$ cat config.mk
export PLATFORM = sky130hd
export DESIGN_NAME = absolute_call_and_add_exec
export DESIGN_NICKNAME = d
export VERILOG_FILES = /design/src/include/call_add_pkg.sv /design/src/design/byte_adder_flags.sv /design/src/design/absolute_call_and_add_exec.sv
export SDC_FILE = /design/constraint.sdc
export NUM_CORES = 1
export LEC_CHECK = 0
export BUFFER_PORTS_ARGS = -buffer_cell sky130_fd_sc_hd__buf_2
export CAP_MARGIN = 20
export CORE_UTILIZATION = 37
export CTS_BUF_LIST = sky130_fd_sc_hd__clkbuf_16
export DETAILED_ROUTE_END_ITERATION = 16
export PLACE_DENSITY_LB_ADDON = 0.05
export SLEW_MARGIN = 5
export SYNTH_ARGS = -nofsm -noshare
export SYNTH_HDL_FRONTEND = slang
export SYNTH_SLANG_ARGS = --single-unit
$ cat constraint.sdc
create_clock -name I_CLOCK -period 3 [get_ports I_CLOCK]
set_clock_uncertainty 0.1 [all_clocks]
set_input_delay 0.15 -clock I_CLOCK [delete_from_list [all_inputs] [get_ports I_CLOCK]]
set_output_delay 0.15 -clock I_CLOCK [all_outputs]
set_load 0.02 [all_outputs]
$ cat src/include/call_add_pkg.sv
// Constants, opcodes and states for the call/add execute block
// Function
// RULE1: A call first advances the program counter by two; that is the return address.
// RULE2: Push return address: bump stack pointer, low byte, bump again, high byte.
// RULE3: Target keeps upper five counter bits, opcode bits 7-5, then second byte.
// RULE4: Only low eleven bits change, so target stays in the 2K region.
// RULE5: The call leaves carry, auxiliary carry and overflow untouched.
// RULE6: Add sums operand and accumulator with no carry in, result to accumulator.
// RULE7: Carry is carry out of bit 7; auxiliary carry is carry out of bit 3.
// RULE8: Overflow is set when exactly one of carries out of bits 6, 7 occurs.
// RULE9: Add operand comes from register, direct, register-indirect or immediate form.
// RULE10: Decode form from opcode low bits; fetch second byte for direct and immediate.
package call_add_pkg;

    // ==================================================================
    // Opcode decode
    localparam logic [4:0] CALL_LOW_BITS  = 5'h11;
    localparam logic [4:0] ADD_REG_TOP    = 5'h05;
    localparam logic [7:0] ADD_IMM_OPCODE = 8'h24;
    localparam logic [7:0] ADD_DIR_OPCODE = 8'h25;
    localparam logic [6:0] ADD_IND_TOP    = 7'h13;

    // ==================================================================
    // Lengths and reset values
    localparam logic [15:0] LEN_ONE_BYTE   = 16'h0001;
    localparam logic [15:0] LEN_TWO_BYTES  = 16'h0002;
    localparam logic [7:0]  SP_RESET       = 8'h07;
    localparam logic [15:0] PC_RESET       = 16'h0000;
    localparam logic [7:0]  ACC_RESET      = 8'h00;

    // ==================================================================
    // Sequencer states
    typedef enum logic [2:0] {
        ST_IDLE      = 3'b000,
        ST_CODE_WAIT = 3'b001,
        ST_PTR_WAIT  = 3'b010,
        ST_RAM_WAIT  = 3'b011,
        ST_EXEC      = 3'b100,
        ST_PUSH_HI   = 3'b101
    } exec_state_t;

endpackage : call_add_pkg

$ cat src/design/byte_adder_flags.sv
// Eight-bit adder producing carry, auxiliary-carry and overflow
module byte_adder_flags
(
    input  wire logic [7:0] i_a,
    input  wire logic [7:0] i_b,
    output logic      [7:0] o_sum,
    output logic            o_carry,
    output logic            o_aux_carry,
    output logic            o_overflow
);
    logic [4:0] low_nibble;
    logic [7:0] low_seven;
    logic [8:0] full_sum;

    // No carry input: the sum takes the two operands alone
    assign low_nibble  = {1'b0, i_a[3:0]} + {1'b0, i_b[3:0]};       // RULE6
    assign low_seven   = {1'b0, i_a[6:0]} + {1'b0, i_b[6:0]};
    assign full_sum    = {1'b0, i_a} + {1'b0, i_b};                 // RULE6
    assign o_sum       = full_sum[7:0];
    assign o_carry     = full_sum[8];                               // RULE7
    assign o_aux_carry = low_nibble[4];                             // RULE7
    assign o_overflow  = full_sum[8] ^ low_seven[7];                // RULE8

endmodule : byte_adder_flags

$ cat src/design/absolute_call_and_add_exec.sv
// Execute-stage sequencer for the absolute subroutine call and the accumulator add
module absolute_call_and_add_exec
    import call_add_pkg::*;
(
    input  wire logic        I_CLOCK,
    input  wire logic        I_RST_B,
    input  wire logic        i_start,
    input  wire logic [7:0]  i_opcode,
    input  wire logic [15:0] i_pc,
    input  wire logic [7:0]  i_sp,
    input  wire logic [7:0]  i_acc,
    input  wire logic [1:0]  i_bank_sel,
    input  wire logic        i_carry_flag,
    input  wire logic        i_aux_carry_flag,
    input  wire logic        i_overflow_flag,
    input  wire logic [7:0]  i_code_data,
    input  wire logic [7:0]  i_ram_rdata,
    output logic             o_code_rd,
    output logic      [15:0] o_code_addr,
    output logic             o_ram_rd,
    output logic             o_ram_we,
    output logic      [7:0]  o_ram_addr,
    output logic      [7:0]  o_ram_wdata,
    output logic      [15:0] o_pc,
    output logic      [7:0]  o_sp,
    output logic      [7:0]  o_acc,
    output logic             o_carry_flag,
    output logic             o_aux_carry_flag,
    output logic             o_overflow_flag,
    output logic             o_busy,
    output logic             o_done
);
    // ==================================================================
    // Helpers
    function automatic logic [7:0] inc8(input logic [7:0] v);
        inc8 = v + 8'h01;
    endfunction : inc8

    function automatic logic [15:0] pc_add(input logic [15:0] pc, input logic [15:0] n);
        pc_add = pc + n;
    endfunction : pc_add

    // ==================================================================
    // State
    exec_state_t state_reg, state_next;
    logic [7:0]  op_reg, op_next;
    logic [7:0]  byte2_reg, byte2_next;
    logic [7:0]  opnd_reg, opnd_next;
    logic [15:0] ret_reg, ret_next;
    logic [15:0] pc_reg, pc_next;
    logic [7:0]  sp_reg, sp_next;
    logic [7:0]  acc_reg, acc_next;
    logic        cy_reg, cy_next;
    logic        ac_reg, ac_next;
    logic        ov_reg, ov_next;
    logic [1:0]  bank_reg, bank_next;
    logic        code_rd_reg, code_rd_next;
    logic [15:0] code_addr_reg, code_addr_next;
    logic        ram_rd_reg, ram_rd_next;
    logic        ram_we_reg, ram_we_next;
    logic [7:0]  ram_addr_reg, ram_addr_next;
    logic [7:0]  wdata_reg, wdata_next;
    logic        busy_reg, busy_next;
    logic        done_reg, done_next;

    // ==================================================================
    // Decode
    wire        new_is_call = (i_opcode[4:0] == CALL_LOW_BITS);                  // RULE10
    wire        new_is_reg  = (i_opcode[7:3] == ADD_REG_TOP);                    // RULE9
    wire        new_is_ind  = (i_opcode[7:1] == ADD_IND_TOP);                    // RULE9
    wire        new_is_dir  = (i_opcode == ADD_DIR_OPCODE);                      // RULE9
    wire        new_is_imm  = (i_opcode == ADD_IMM_OPCODE);                      // RULE9
    wire        new_two     = new_is_call | new_is_dir | new_is_imm;             // RULE10
    wire        op_is_call  = (op_reg[4:0] == CALL_LOW_BITS);
    wire        op_is_dir   = (op_reg == ADD_DIR_OPCODE);
    wire        op_is_imm   = (op_reg == ADD_IMM_OPCODE);
    wire [7:0]  reg_addr    = {3'b000, i_bank_sel, i_opcode[2:0]};
    wire [7:0]  ptr_addr    = {3'b000, i_bank_sel, 2'b00, i_opcode[0]};
    wire [15:0] add_len     = (op_is_dir | op_is_imm) ? LEN_TWO_BYTES : LEN_ONE_BYTE;
    wire [15:0] call_target = {ret_reg[15:11], op_reg[7:5], byte2_reg};         // RULE3 RULE4

    logic [7:0] sum_w;
    logic       cy_w;
    logic       ac_w;
    logic       ov_w;

    byte_adder_flags u_adder
    (
        .i_a         (acc_reg),
        .i_b         (opnd_reg),
        .o_sum       (sum_w),
        .o_carry     (cy_w),
        .o_aux_carry (ac_w),
        .o_overflow  (ov_w)
    );

    // ==================================================================
    // Sequencer
    always_comb
    begin
        state_next     = state_reg;
        op_next        = op_reg;
        byte2_next     = byte2_reg;
        opnd_next      = opnd_reg;
        ret_next       = ret_reg;
        pc_next        = pc_reg;
        sp_next        = sp_reg;
        acc_next       = acc_reg;
        cy_next        = cy_reg;
        ac_next        = ac_reg;
        ov_next        = ov_reg;
        bank_next      = bank_reg;
        code_rd_next   = 1'b0;
        code_addr_next = code_addr_reg;
        ram_rd_next    = 1'b0;
        ram_we_next    = 1'b0;
        ram_addr_next  = ram_addr_reg;
        wdata_next     = wdata_reg;
        done_next      = 1'b0;
        case (state_reg)
            ST_IDLE:
            begin
                if (i_start)
                begin
                    op_next   = i_opcode;
                    pc_next   = i_pc;
                    sp_next   = i_sp;
                    acc_next  = i_acc;
                    cy_next   = i_carry_flag;
                    ac_next   = i_aux_carry_flag;
                    ov_next   = i_overflow_flag;
                    bank_next = i_bank_sel;
                    if (new_two)
                    begin
                        code_rd_next   = 1'b1;                                   // RULE10
                        code_addr_next = pc_add(i_pc, LEN_ONE_BYTE);
                        state_next     = ST_CODE_WAIT;
                    end
                    else if (new_is_reg)
                    begin
                        ram_rd_next   = 1'b1;
                        ram_addr_next = reg_addr;
                        state_next    = ST_RAM_WAIT;
                    end
                    else if (new_is_ind)
                    begin
                        ram_rd_next   = 1'b1;
                        ram_addr_next = ptr_addr;
                        state_next    = ST_PTR_WAIT;
                    end
                    else
                    begin
                        // Foreign opcode: acknowledged, nothing altered
                        done_next = 1'b1;
                    end
                end
            end
            ST_CODE_WAIT:
            begin
                byte2_next = i_code_data;
                if (op_is_call)
                begin
                    ret_next      = pc_add(pc_reg, LEN_TWO_BYTES);               // RULE1
                    sp_next       = inc8(sp_reg);                                // RULE2
                    ram_we_next   = 1'b1;
                    ram_addr_next = inc8(sp_reg);
                    wdata_next    = ret_next[7:0];                               // RULE2
                    state_next    = ST_PUSH_HI;
                end
                else if (op_is_imm)
                begin
                    opnd_next  = i_code_data;                                    // RULE9
                    state_next = ST_EXEC;
                end
                else
                begin
                    ram_rd_next   = 1'b1;
                    ram_addr_next = i_code_data;                                 // RULE9
                    state_next    = ST_RAM_WAIT;
                end
            end
            ST_PTR_WAIT:
            begin
                ram_rd_next   = 1'b1;
                ram_addr_next = i_ram_rdata;                                     // RULE9
                state_next    = ST_RAM_WAIT;
            end
            ST_RAM_WAIT:
            begin
                opnd_next  = i_ram_rdata;
                state_next = ST_EXEC;
            end
            ST_EXEC:
            begin
                acc_next   = sum_w;                                              // RULE6
                cy_next    = cy_w;                                               // RULE7
                ac_next    = ac_w;                                               // RULE7
                ov_next    = ov_w;                                               // RULE8
                pc_next    = pc_add(pc_reg, add_len);
                done_next  = 1'b1;
                state_next = ST_IDLE;
            end
            ST_PUSH_HI:
            begin
                sp_next       = inc8(sp_reg);                                    // RULE2
                ram_we_next   = 1'b1;
                ram_addr_next = inc8(sp_reg);
                wdata_next    = ret_reg[15:8];                                   // RULE2
                pc_next       = call_target;                                     // RULE3 RULE4
                done_next     = 1'b1;
                state_next    = ST_IDLE;
            end
            default:
            begin
                state_next = ST_IDLE;
            end
        endcase
        busy_next = (state_next != ST_IDLE);
    end

    always_ff @(posedge I_CLOCK)
    begin
        if (!I_RST_B)
        begin
            state_reg     <= ST_IDLE;
            op_reg        <= 8'h00;
            byte2_reg     <= 8'h00;
            opnd_reg      <= 8'h00;
            ret_reg       <= PC_RESET;
            pc_reg        <= PC_RESET;
            sp_reg        <= SP_RESET;
            acc_reg       <= ACC_RESET;
            cy_reg        <= 1'b0;
            ac_reg        <= 1'b0;
            ov_reg        <= 1'b0;
            bank_reg      <= 2'h0;
            code_rd_reg   <= 1'b0;
            code_addr_reg <= PC_RESET;
            ram_rd_reg    <= 1'b0;
            ram_we_reg    <= 1'b0;
            ram_addr_reg  <= 8'h00;
            wdata_reg     <= 8'h00;
            busy_reg      <= 1'b0;
            done_reg      <= 1'b0;
        end
        else
        begin
            state_reg     <= state_next;
            op_reg        <= op_next;
            byte2_reg     <= byte2_next;
            opnd_reg      <= opnd_next;
            ret_reg       <= ret_next;
            pc_reg        <= pc_next;
            sp_reg        <= sp_next;
            acc_reg       <= acc_next;
            cy_reg        <= cy_next;                                            // RULE5
            ac_reg        <= ac_next;                                            // RULE5
            ov_reg        <= ov_next;                                            // RULE5
            bank_reg      <= bank_next;
            code_rd_reg   <= code_rd_next;
            code_addr_reg <= code_addr_next;
            ram_rd_reg    <= ram_rd_next;
            ram_we_reg    <= ram_we_next;
            ram_addr_reg  <= ram_addr_next;
            wdata_reg     <= wdata_next;
            busy_reg      <= busy_next;
            done_reg      <= done_next;
        end
    end

    assign o_code_rd        = code_rd_reg;
    assign o_code_addr      = code_addr_reg;
    assign o_ram_rd         = ram_rd_reg;
    assign o_ram_we         = ram_we_reg;
    assign o_ram_addr       = ram_addr_reg;
    assign o_ram_wdata      = wdata_reg;
    assign o_pc             = pc_reg;
    assign o_sp             = sp_reg;
    assign o_acc            = acc_reg;
    assign o_carry_flag     = cy_reg;
    assign o_aux_carry_flag = ac_reg;
    assign o_overflow_flag  = ov_reg;
    assign o_busy           = busy_reg;
    assign o_done           = done_reg;

    // ==================================================================
    // Checks
    wire [8:0] chk_sum9 = {1'b0, acc_reg} + {1'b0, opnd_reg};
    wire [7:0] chk_sum7 = {1'b0, acc_reg[6:0]} + {1'b0, opnd_reg[6:0]};
    wire [4:0] chk_sum4 = {1'b0, acc_reg[3:0]} + {1'b0, opnd_reg[3:0]};
endmodule : absolute_call_and_add_exec

==> results of run 1 <==
==> worst paths after layout <==
kind | start | endpoint | slack, ps | cells past startpoint
max reg2reg | op_reg[1]$_SDFFE_PN0P_ | o_pc[12]$_SDFFE_PN0P_ | 250 | 9
max | op_reg[1]$_SDFFE_PN0P_ | o_pc[12]$_SDFFE_PN0P_ | 250 | 9
min reg2reg | o_ram_wdata[3]$_SDFFE_PN0P_ | o_ram_wdata[3]$_SDFFE_PN0P_ | 350 | 2
min | i_opcode[3] | op_reg[3]$_SDFFE_PN0P_ | 10 | 3
==> critical path: cells and delay by family, from the launching register on <==
| kind | cells | cell delay, ps |
|---|---|---|
| compound gates | 2 | 350 |
| fa+ha+maj | 1 | 430 |
| buf+inv | 1 | 100 |
| flops | 1 | 350 |
| simple gates | 5 | 1340 |
==> synth_stat cells (all sizes together) (3+ instances only) <==
cell and instances:
nand2 121, dfxtp 107, nor2 68, a21oi 66, o21ai 39, clkbuf 36, nand3 29, xnor2 27
a211oi 22, buf 20, inv 19, ha 13, a311oi 12, nor3 12, o211ai 11, xor2 11
nand4 10, a222oi 8, and3 7, or3 7, a21o 6, a221oi 6, a22oi 6, and2 6
nor2b 6, nor4 6, a31oi 5, o22ai 5, o31ai 5, nor4b 4, and4 3, mux2i 3
nand2b 3, nor3b 3, o311ai 3, or2 3
==> repair_timing <==
item / in CTS / in global routing
hold buffers: 25 / 0
setup endpoints to repair: 0 / 0
hold endpoints to repair: 26 / 0
==> layer usage <==
layer | vias up | share of wire (%) | track usage, %
met3 | 17 | 5.3 | 3.55
met4 | 0 | 1.3 | 7.40
met2 | 188 | 42 | 35.1
li1 | 3014 | - | -
met1 | 2901 | 51 | 36.4
met5 | - | 0 | 0
==> where the power goes <==
part	leakage, uW	switching (uW)	total (uW)	internal (uW)
combinational	0.00198	1260	2010	749
sequential	0.000872	276	1910	1640
clock	0.000124	548	1100	552
total	0.00298	2090	5030	2940
==> cell type report <==
cell class / instances / share of cell area [%]
Timing Repair Buffer: 180 / 14.6
Clock buffer: 9 / 3.06
Sequential cell: 107 / 29.1
Tap cell: 216 / 3.67
Clock inverter: 6 / 0.459
Multi-Input combinational cell: 572 / 48.1
Inverter: 19 / 0.969
==> metrics by stage <==
step                      total power, uW  worst slack, ps  instance area, um2  cells  util (%)
after global placement               3880              333                6850   1069      43.3
after floorplan                      3210              452                5990    754         -
after detailed placement             3910              303                6850   1069      43.3
after global routing                 5330              101                7360   1109      46.5
final                                5030              254                7360   1109      46.5
after CTS                            5050              271                7360   1109      46.5
==> kinds of logic (layout without fill, tap and decap cells) <==
group	Yosys count	in the layout	synth area share [%]
compound gates	222	222	26.1
mux	3	3	0.501
xor+xnor	38	38	5.56
flops	107	107	35.8
simple gates	294	294	23.4
buf+inv	75	214	5.29
fa+ha+maj	15	15	3.38
==> results.ini, run 1 <==
[logic_synthesis]
synth-edff-count = 0
synth_seq_cells = 107
async_reset_ff_share_pct = 0
synth_cells = 754
synth_cell_type_count = 77
yosys_warnings = 0
synth_top_area_share_pct = 35.8
syn-num-nets = 833
synth_ff_type = dfxtp_1
yosysTopAreaCell = dfxtp_1
synth.yosys.seq_area_share_pct = 35.8
ys_top_cells_by_area = dfxtp_1, nand2_1, a21oi_1, nor2_1, xnor2_1
avgSynthCellArea_um2 = 7.94
syn-cell-area_um2 = 5990

[final_layout]
layout_commonest_cell = buf_2
drive_gt1_share_pct = 21.7
multi_input_area_um2 = 3540
diodes = 0
layout_common_cells = buf_2, nand2_1, dfxtp_1
nNetsFinal = 968
regArea_um2 = 2140
area_growth_pct = 22.9
n_fill_cell = 1600

[worst_setup_path]
critPathArrivalTime_ps = 2920
end_kind = flip-flop
worstSetupStartpointType = flip-flop
path_cells = or3_1, nor2_1, inv_1, fa_1, and3b_1, and3_1, nand3_1, a31o_2, a21oi_1
cpPeakStageDelay_ps = 430
cp_slowest_cell = fa_1
critPathKind = flip-flop to flip-flop
worstPathMaxFanout = 8
required_ps = 3180

[placed_design]
numPortBuffers = 135
gp_congestion = 0.850
dp_hpwl_um = 14500

[floorplanning]
die_w_um = 129
die_area_um2 = 16700
die_h_um = 129
pin_count = 136
core_um2 = 15800
rows = 46
initial_core_util_pct = 37.8

[global_routing]
overflow = 0
grt_pass1_wl_um = 31100
first_global_vias = 5567
grt_max_degree = 40
antenna_found_initial = 0
grt_usage_pct = 24.2

[routing]
wl_um = 19900
routedWlPerCell_um = 18.0
viasPerCell = 5.52
drc = 0
ant_nets = 0
drt_iter0_markers = 482
drtPass1Iterations = 4
vias = 6120

[clocking]
clk_latency_ps = 350
cts.sinks = 107
cts_resized = 0
cts_tree = yes
post_cts.repair.setup_buffers = 0
ctsLongestPathBuffers = 2
root_buffer = clkbuf_16
numCtsBuffers = 9
clk_pin_slew_ps = 70
htree_levels = 3

[sta]
grt_setup_unrepaired = no
tightest_slew_ps = 1090
hold_violations = 0
max_slew_margin_pct = 27.1
setup_viol = 0
drv_slew = 0
fin_crit_sh_pct = 91.5
tns_ps = 0
fmax_ghz = 0.364
hold_slack_ps = 13.6
period_needed_ps = 2750

[power_and_ir_drop]
powerDensity_nw_per_um2 = 683
ir_worst_vdd_uv = 357
p_leak_uw = 0.00298

[min_path]
min_path_type = input pin to flip-flop

[run]
maxCapViolCount = 0

[outcome]
status = complete, no violations

No activity file was read; power rests on OpenSTA's default activity.
==> run 2: changes to the inputs <==
--- a/config.mk
+++ b/config.mk
@@ -7,6 +7,7 @@
 export LEC_CHECK = 0
 export BUFFER_PORTS_ARGS = -buffer_cell sky130_fd_sc_hd__buf_2
 export CAP_MARGIN = 20
+export CORE_MARGIN = 2
 export CORE_UTILIZATION = 37
 export CTS_BUF_LIST = sky130_fd_sc_hd__clkbuf_16
 export DETAILED_ROUTE_END_ITERATION = 16
@@ -14,4 +15,5 @@
 export SLEW_MARGIN = 5
 export SYNTH_ARGS = -nofsm -noshare
 export SYNTH_HDL_FRONTEND = slang
+export SYNTH_HIERARCHICAL = 1
 export SYNTH_SLANG_ARGS = --single-unit
==> results.ini, run 2 <==
[outcome]
status = complete, no violations

[clocking]
htree_levels = 3  ; unchanged
clk_pin_slew_ps = 70  ; about the same
cts.sinks = 107  ; unchanged
cts_resized = 0  ; unchanged
ctsLongestPathBuffers = 2  ; unchanged
cts_tree = yes
numCtsBuffers = 9  ; unchanged
root_buffer = clkbuf_16
clk_latency_ps = 350  ; about the same

[routing]
routedWlPerCell_um = 17.7  ; -1.5%
drt_iter0_markers = 471  ; -2.3%
ant_nets = 0  ; unchanged
wl_um = 19500  ; -2.3%
vias = 6026  ; -1.5%
drtPass1Iterations = 5  ; +1
drc = 0  ; unchanged
viasPerCell = 5.48  ; -0.64%

[worst_setup_path]
worstReg2RegStart = op_reg[2]$_SDFFE_PN0P_
critPathLaunch = op_reg[2]$_SDFFE_PN0P_
rrSetupSlack_ps = 200  ; -60 ps
rr_worst_depth = 9  ; unchanged
cp_slowest_cell = fa_1
critPathKind = flip-flop to flip-flop
regToRegEndpoint = o_pc[14]$_SDFFE_PN0P_
worstPathMaxFanout = 5  ; -3
required_ps = 3200  ; +20 ps
end_kind = flip-flop
critPathArrivalTime_ps = 3000  ; +80 ps
path_cells = nand4bb_1, nor4_1, inv_1, fa_1, and3b_1, nand3_1, or3_1, a21oi_1, o21a_1
cpPeakStageDelay_ps = 460  ; +30 ps
worstSetupStartpointType = flip-flop

[final_layout]
n_fill_cell = 1597  ; -0.19%
layout_commonest_cell = buf_2
drive_gt1_share_pct = 21.3  ; -0.43 points
layout_common_cells = buf_2, dfxtp_1, nand2_1
nNetsFinal = 957  ; -1.1%
area_growth_pct = 24.3
final_area_um2 = 7360  ; +0.10%
diodes = 0  ; unchanged

[sta]
grt_setup_unrepaired = no
fin_crit_sh_pct = 93.4  ; +1.9 points
fmax_ghz = 0.357  ; -2.0%
drv_slew = 0  ; unchanged
setup_viol = 0  ; unchanged
worst_slack_ps = 197  ; -57.0 ps
max_slew_margin_pct = 47.2  ; +20 points
period_needed_ps = 2800  ; +57.0 ps
tns_ps = 0  ; unchanged
hold_violations = 0  ; unchanged
tightest_slew_ps = 789  ; -297 ps

[floorplanning]
die_h_um = 131  ; +1.0%
die_w_um = 131  ; +1.0%
die_area_um2 = 17000  ; +2.1%
rows = 46  ; unchanged
pin_count = 136  ; unchanged
core_um2 = 15800  ; -0.36%
initial_core_util_pct = 37.6  ; -0.27 points

[logic_synthesis]
synth.yosys.seq_area_share_pct = 36.2  ; +0.39 points
avgSynthCellArea_um2 = 8.05  ; +1.4%
yosysTopAreaCell = dfxtp_1
yosys-top-cells-count = dfxtp_1, nand2_1, nor2_1
synth_cell_type_count = 73  ; -5.2%
ys_top_cells_by_area = dfxtp_1, nand2_1, a21oi_1, nor2_1, o21ai_0
synth_cells = 736  ; -2.4%
synth_top_area_share_pct = 36.2  ; +0.39 points
yosys_warnings = 6  ; +6
yosysMostFrequentCell = dfxtp_1
syn-num-nets = 815  ; -2.2%
synth_ff_type = dfxtp_1
syn-cell-area_um2 = 5920  ; -1.1%
async_reset_ff_share_pct = 0  ; unchanged
synth-edff-count = 0  ; unchanged
synth_seq_cells = 107  ; unchanged

[placed_design]
place_area_um2 = 6840  ; -0.15%
dp_slack_ps = 266  ; -36.3 ps
gp_congestion = 0.879  ; +3.4%
numPortBuffers = 135  ; unchanged
dp_hpwl_um = 14400  ; -0.60%

[min_path]
min_path_type = input pin to flip-flop
holdPathEnd = o_ram_addr[3]$_SDFFE_PN0P_
min_from = i_bank_sel[0]
whs_path_depth = 3  ; unchanged

[run]
maxCapViolCount = 0  ; unchanged

[global_routing]
grt_usage_pct = 22.7  ; -1.5 points
grt_max_degree = 38  ; -5.0%
grt_pass1_wl_um = 30200  ; -2.9%
first_global_vias = 5642  ; +1.3%
overflow = 0  ; unchanged
antenna_found_initial = 0  ; unchanged

[power_and_ir_drop]
powerDensity_nw_per_um2 = 534  ; -22%
ir_worst_vdd_uv = 303  ; -15%
p_leak_uw = 0.00307  ; +3.1%

==> run 2: changes by cell type after synthesis, sizes merged, moves of 6 or more <==
cell    delta
o211ai    -10
mux2i      +9
nand2     -27
xor2       +6
xnor2      -7
o21ai     +11
clkbuf     -9
nand3      -7
o21a       +9
==> run 2: worst max-delay path by stage <==
stage / endpoint / slack, ps / depth (start not counted)
6_report: o_pc[14]$_SDFFE_PN0P_ / 200 / 9
5_1_grt: o_pc[14]$_SDFFE_PN0P_ / 50 / 9
4_1_cts: o_pc[14]$_SDFFE_PN0P_ / 230 / 9
3_5_place_dp: o_pc[14]$_SDFFE_PN0P_ / 270 / 9
3_3_place_gp: o_pc[14]$_SDFFE_PN0P_ / 290 / 9
2_1_floorplan: o_pc[14]$_SDFFE_PN0P_ / 500 / 10
==> run 2: kinds of logic (layout without fill, tap and decap cells) <==
| group | count (synthesis) | in the layout | share of synthesized area, % |
|---|---|---|---|
| simple gates | 266 | 266 | 22.2 |
| compound gates | 233 | 233 | 26.1 |
| flops | 107 | 107 | 36.2 |
| buf+inv | 66 | 213 | 4.65 |
| xor+xnor | 37 | 37 | 5.47 |
| fa+ha+maj | 15 | 15 | 3.42 |
| mux | 12 | 12 | 2.03 |
==> run 2: per-stage QoR <==
| stage | cells | power (uW) | util (%) | hold WS, ps |
|---|---|---|---|---|
| 3_5_place_dp | 1059 | 2740 | 43.4 | 323 |
| 4_1_cts | 1099 | 3950 | 46.7 | 4.47 |
| 6_report | 1099 | 3930 | 46.7 | 11.2 |
| 2_1_floorplan | 736 | 2370 | - | 146 |
| 3_3_place_gp | 1059 | 2730 | 43.4 | 317 |
| 5_1_grt | 1099 | 4130 | 46.7 | 20.1 |
==> run 2: worst max-delay path, delay by kind of cell (launching register included) <==
family | cells | cell delay, ps
fa+ha+maj | 1 | 460
flops | 1 | 420
buf+inv | 1 | 150
simple gates | 5 | 1350
compound gates | 2 | 270
==> run 2: layout make-up <==
type	instances	area [um2]	share of cell area (%)
Multi-Input combinational cell	563	3520	47.7
Sequential cell	107	2140	29.1
Timing Repair Buffer	180	1090	14.7
Tap cell	216	270	3.67
Clock buffer	9	225	3.06
Inverter	17	63.8	0.866
Clock inverter	7	61.3	0.832
==> run 2: routing by layer <==
metal	global-route usage [%]	up-vias	wire, um
li1	-	2977	-
met3	3.18	17	887
met5	0	-	0
met4	5.82	0	208
met1	33.0	2858	9650
met2	35.3	174	8720
==> run 2: timing repair <==
action / in CTS / in global routing
endpoints found under the hold margin: 24 / 0
hold buffers: 24 / 0
buffers inserted: 0 / 0
==> run 2: where the power goes <==
part	switching (uW)	internal (uW)
Combinational	642	401
Clock	557	639
Sequential	153	1540
==> run 3: changes to the inputs <==
--- a/config.mk
+++ b/config.mk
@@ -5,6 +5,7 @@
 export SDC_FILE = /design/constraint.sdc
 export NUM_CORES = 1
 export LEC_CHECK = 0
+export ABC_AREA = 1
 export BUFFER_PORTS_ARGS = -buffer_cell sky130_fd_sc_hd__buf_2
 export CAP_MARGIN = 20
 export CORE_MARGIN = 2
==> results.ini, run 3 <==
[worst_setup_path]
critPathKind = flip-flop to flip-flop
worstReg2RegStart = op_reg[2]$_SDFFE_PN0P_
cp_top_family = simple AND/OR/NAND/NOR gates
rrSetupSlack_ps = 570  ; +380 ps
cp_common_cell = nand2_1
worstPathMaxFanout = 4  ; -1
cp_slowest_cell = fa_1
cp.depth = 11  ; +2
critPathArrivalTime_ps = 2620  ; -380 ps
worstSetupStartpointType = flip-flop
cpPeakStageDelay_ps = 450  ; about the same
required_ps = 3190  ; about the same
end_kind = flip-flop
regToRegEndpoint = o_pc[10]$_SDFFE_PN0P_
timing.critical_path.buf_inv = 1  ; unchanged
rr_worst_depth = 11  ; +2
path_cells = nand2_1, nor4_1, inv_1, fa_1, nor2_1, nand2_1, nor2_1, nand2_1, nand2_1, nand3_1, a21oi_1

[clocking]
numCtsBuffers = 9  ; unchanged
ctsLongestPathBuffers = 2  ; unchanged
root_buffer = clkbuf_16
cts.sinks = 107  ; unchanged
clk_latency_ps = 360  ; about the same
htree_levels = 3  ; unchanged
cts_tree = yes
clk_pin_slew_ps = 80  ; about the same

[global_routing]
overflow = 0  ; unchanged
antenna_found_initial = 0  ; unchanged
first_global_vias = 5954  ; +5.5%
grt_usage_pct = 22.4  ; -0.30 points
grt_pass1_wl_um = 32200  ; +6.4%
grt_max_degree = 65  ; +71%

[routing]
highest_layer = met4
met2_length_um = 8660  ; -0.67%
drtPass1Iterations = 5  ; unchanged
drc = 0  ; unchanged
drt_iter0_markers = 431  ; -8.5%
ant_nets = 0  ; unchanged
routedWlPerCell_um = 15.1  ; -15%
vias = 6596  ; +9.5%
m1WireLength_um = 10400  ; +8.1%
met3_length_um = 1020  ; +15%
viasPerCell = 4.92  ; -10%
wl_um = 20300  ; +4.3%

[final_layout]
drive_gt1_share_pct = 17.6  ; -3.7 points
layout_common_cells = nand2_1, buf_2, nor2_1
area_growth_pct = 20.3
layout_commonest_cell = nand2_1
stdcell_count = 1342  ; +22%
final_area_um2 = 7630  ; +3.6%
diodes = 0  ; unchanged
nNetsFinal = 1197  ; +25%

[sta]
drv_slew = 0  ; unchanged
grt_setup_unrepaired = no
tns_ps = 0  ; unchanged
fin_crit_sh_pct = 80.9  ; -13 points
tightest_slew_ps = 753  ; -36.2 ps
fmax_ghz = 0.412  ; +15%
setup_viol = 0  ; unchanged
max_slew_margin_pct = 49.5  ; +2.3 points
period_needed_ps = 2430  ; -376 ps
hold_violations = 0  ; unchanged

[power_and_ir_drop]
swShare_pct = 45.2  ; +11 points
p_comb_share_pct = 43.9  ; +17 points
pwr-share-seq_pct = 35.2  ; -7.9 points
clockPowerShare_pct = 20.8  ; -9.6 points
ir_worst_vdd_uv = 424  ; +40%
p_leak_uw = 0.00372  ; +21%
switchingPower_uw = 2810  ; +110%
powerDensity_nw_per_um2 = 815  ; +53%
p_int_uw = 3410  ; +32%

[logic_synthesis]
yosys-top-cells-count = nand2_1, nor2_1, dfxtp_1
syn-cell-area_um2 = 6340  ; +7.0%
ys_top_cells_by_area = dfxtp_1, nand2_1, a21oi_1, nor2_1, o21ai_0
avgSynthCellArea_um2 = 6.45  ; -20%
synth-edff-count = 0  ; unchanged
synth_cells = 983  ; +34%
syn-num-nets = 1062  ; +30%
synth_top_area_share_pct = 33.8  ; -2.4 points
synth_ff_type = dfxtp_1
yosysTopAreaCell = dfxtp_1
yosysMostFrequentCell = nand2_1
yosys_warnings = 6  ; unchanged
async_reset_ff_share_pct = 0  ; unchanged
synth.yosys.seq_area_share_pct = 33.8  ; -2.4 points
synth_seq_cells = 107  ; unchanged
synth_cell_type_count = 39  ; -47%

[outcome]
status = complete, no violations

[floorplanning]
die_w_um = 135  ; +3.3%
core_um2 = 16600  ; +5.5%
initial_core_util_pct = 38.1  ; +0.53 points
die_h_um = 135  ; +3.3%
rows = 47  ; +2.2%
pin_count = 136  ; unchanged
die_area_um2 = 18200  ; +6.8%

[placed_design]
numPortBuffers = 135  ; unchanged
dp_hpwl_um = 15100  ; +4.7%
dp.cells = 1310  ; +24%
place_area_um2 = 7150  ; +4.6%
gp_congestion = 0.850  ; -3.3%

[min_path]
min_path_type = input pin to flip-flop
min_from = i_sp[3]
whs_path_depth = 3  ; unchanged
holdPathEnd = o_sp[3]$_SDFFE_PN0P_

[run]
maxCapViolCount = 0  ; unchanged

run 3: cell types whose count changed after synthesis, sizes merged, moves of 25 or more:
cell    change
nor2       +50
nand2     +174
o21ai      +36
nand3      +49
a211oi     -25
inv        +95
run 3: stage by stage:
| stage | utilization (%) | setup WS, ps | hold WS [ps] | power [uW] |
|---|---|---|---|---|
| after floorplan | - | 858 | 185 | 4100 |
| after global placement | 43.0 | 633 | 315 | 4950 |
| after detailed placement | 43.0 | 585 | 307 | 4930 |
| after CTS | 45.8 | 571 | 0.116 | 6250 |
| after global routing | 45.8 | 200 | 14.0 | 6680 |
| final | 45.8 | 573 | 3.23 | 6220 |
run 3: cell families (layout without fill, tap and decap cells):
logic type	Yosys count	after routing	share of synthesized area, %
DFF	107	107	33.8
adders and majority gates	15	15	3.20
and+or+nand+nor	481	481	32.6
xor gates and xnor gates	20	20	2.76
buffers and inverters	149	288	9.91
AOI/OAI and AO/OA	211	211	17.7
run 3: power groups by stage:
stage                     Combinational [uW]  Clock, uW  Sequential [uW]
after global placement                  2730          0             2220
final                                   2730       1300             2190
after CTS                               2740       1310             2190
after floorplan                         1720          0             2380
after global routing                    3060       1360             2250
after detailed placement                2710          0             2220
run 3: what timing repair did:
action	in CTS	in global routing
hold buffers	17	0
setup buffers	0	0
gates resized for setup	0	0
endpoints found under the setup margin	0	0
hold endpoints to repair	18	0
run 3: worst max path at each step:
stage	from	to	slack (ps)
floorplan	op_reg[2]$_SDFFE_PN0P_	o_pc[8]$_SDFFE_PN0P_	860
detailed placement	op_reg[2]$_SDFFE_PN0P_	o_pc[8]$_SDFFE_PN0P_	580
global route	op_reg[3]$_SDFFE_PN0P_	o_pc[10]$_SDFFE_PN0P_	200
CTS	op_reg[2]$_SDFFE_PN0P_	o_pc[8]$_SDFFE_PN0P_	570
finish	op_reg[2]$_SDFFE_PN0P_	o_pc[10]$_SDFFE_PN0P_	570
global placement	op_reg[3]$_SDFFE_PN0P_	o_pc[8]$_SDFFE_PN0P_	630
run 3: cell type report:
class | instances | area, um2
clock buffers | 9 | 225
clock inverters | 6 | 81.3
fillers | 1839 | 9010
inverters | 112 | 420
multi-input cells | 727 | 3570
flip-flops and latches | 107 | 2140
well taps | 220 | 275
repair buffers | 161 | 913
run 3: per-layer routing:
metal / vias up / track usage (%)
li1: 3462 / -
met1: 2959 / 33.5
met2: 162 / 33.9
met3: 13 / 3.04
met4: 0 / 5.26
met5: - / 0
run 3: worst reg2reg max path: cells and delay by family, from the launching register on:
kind                     cells  cell delay, ps
adder cells (fa/ha/maj)      1             460
AND/OR/NAND/NOR              8            1150
flip-flops                   1             370
buffers and inverters        1             140
AO/OA/AOI/OAI                1             140
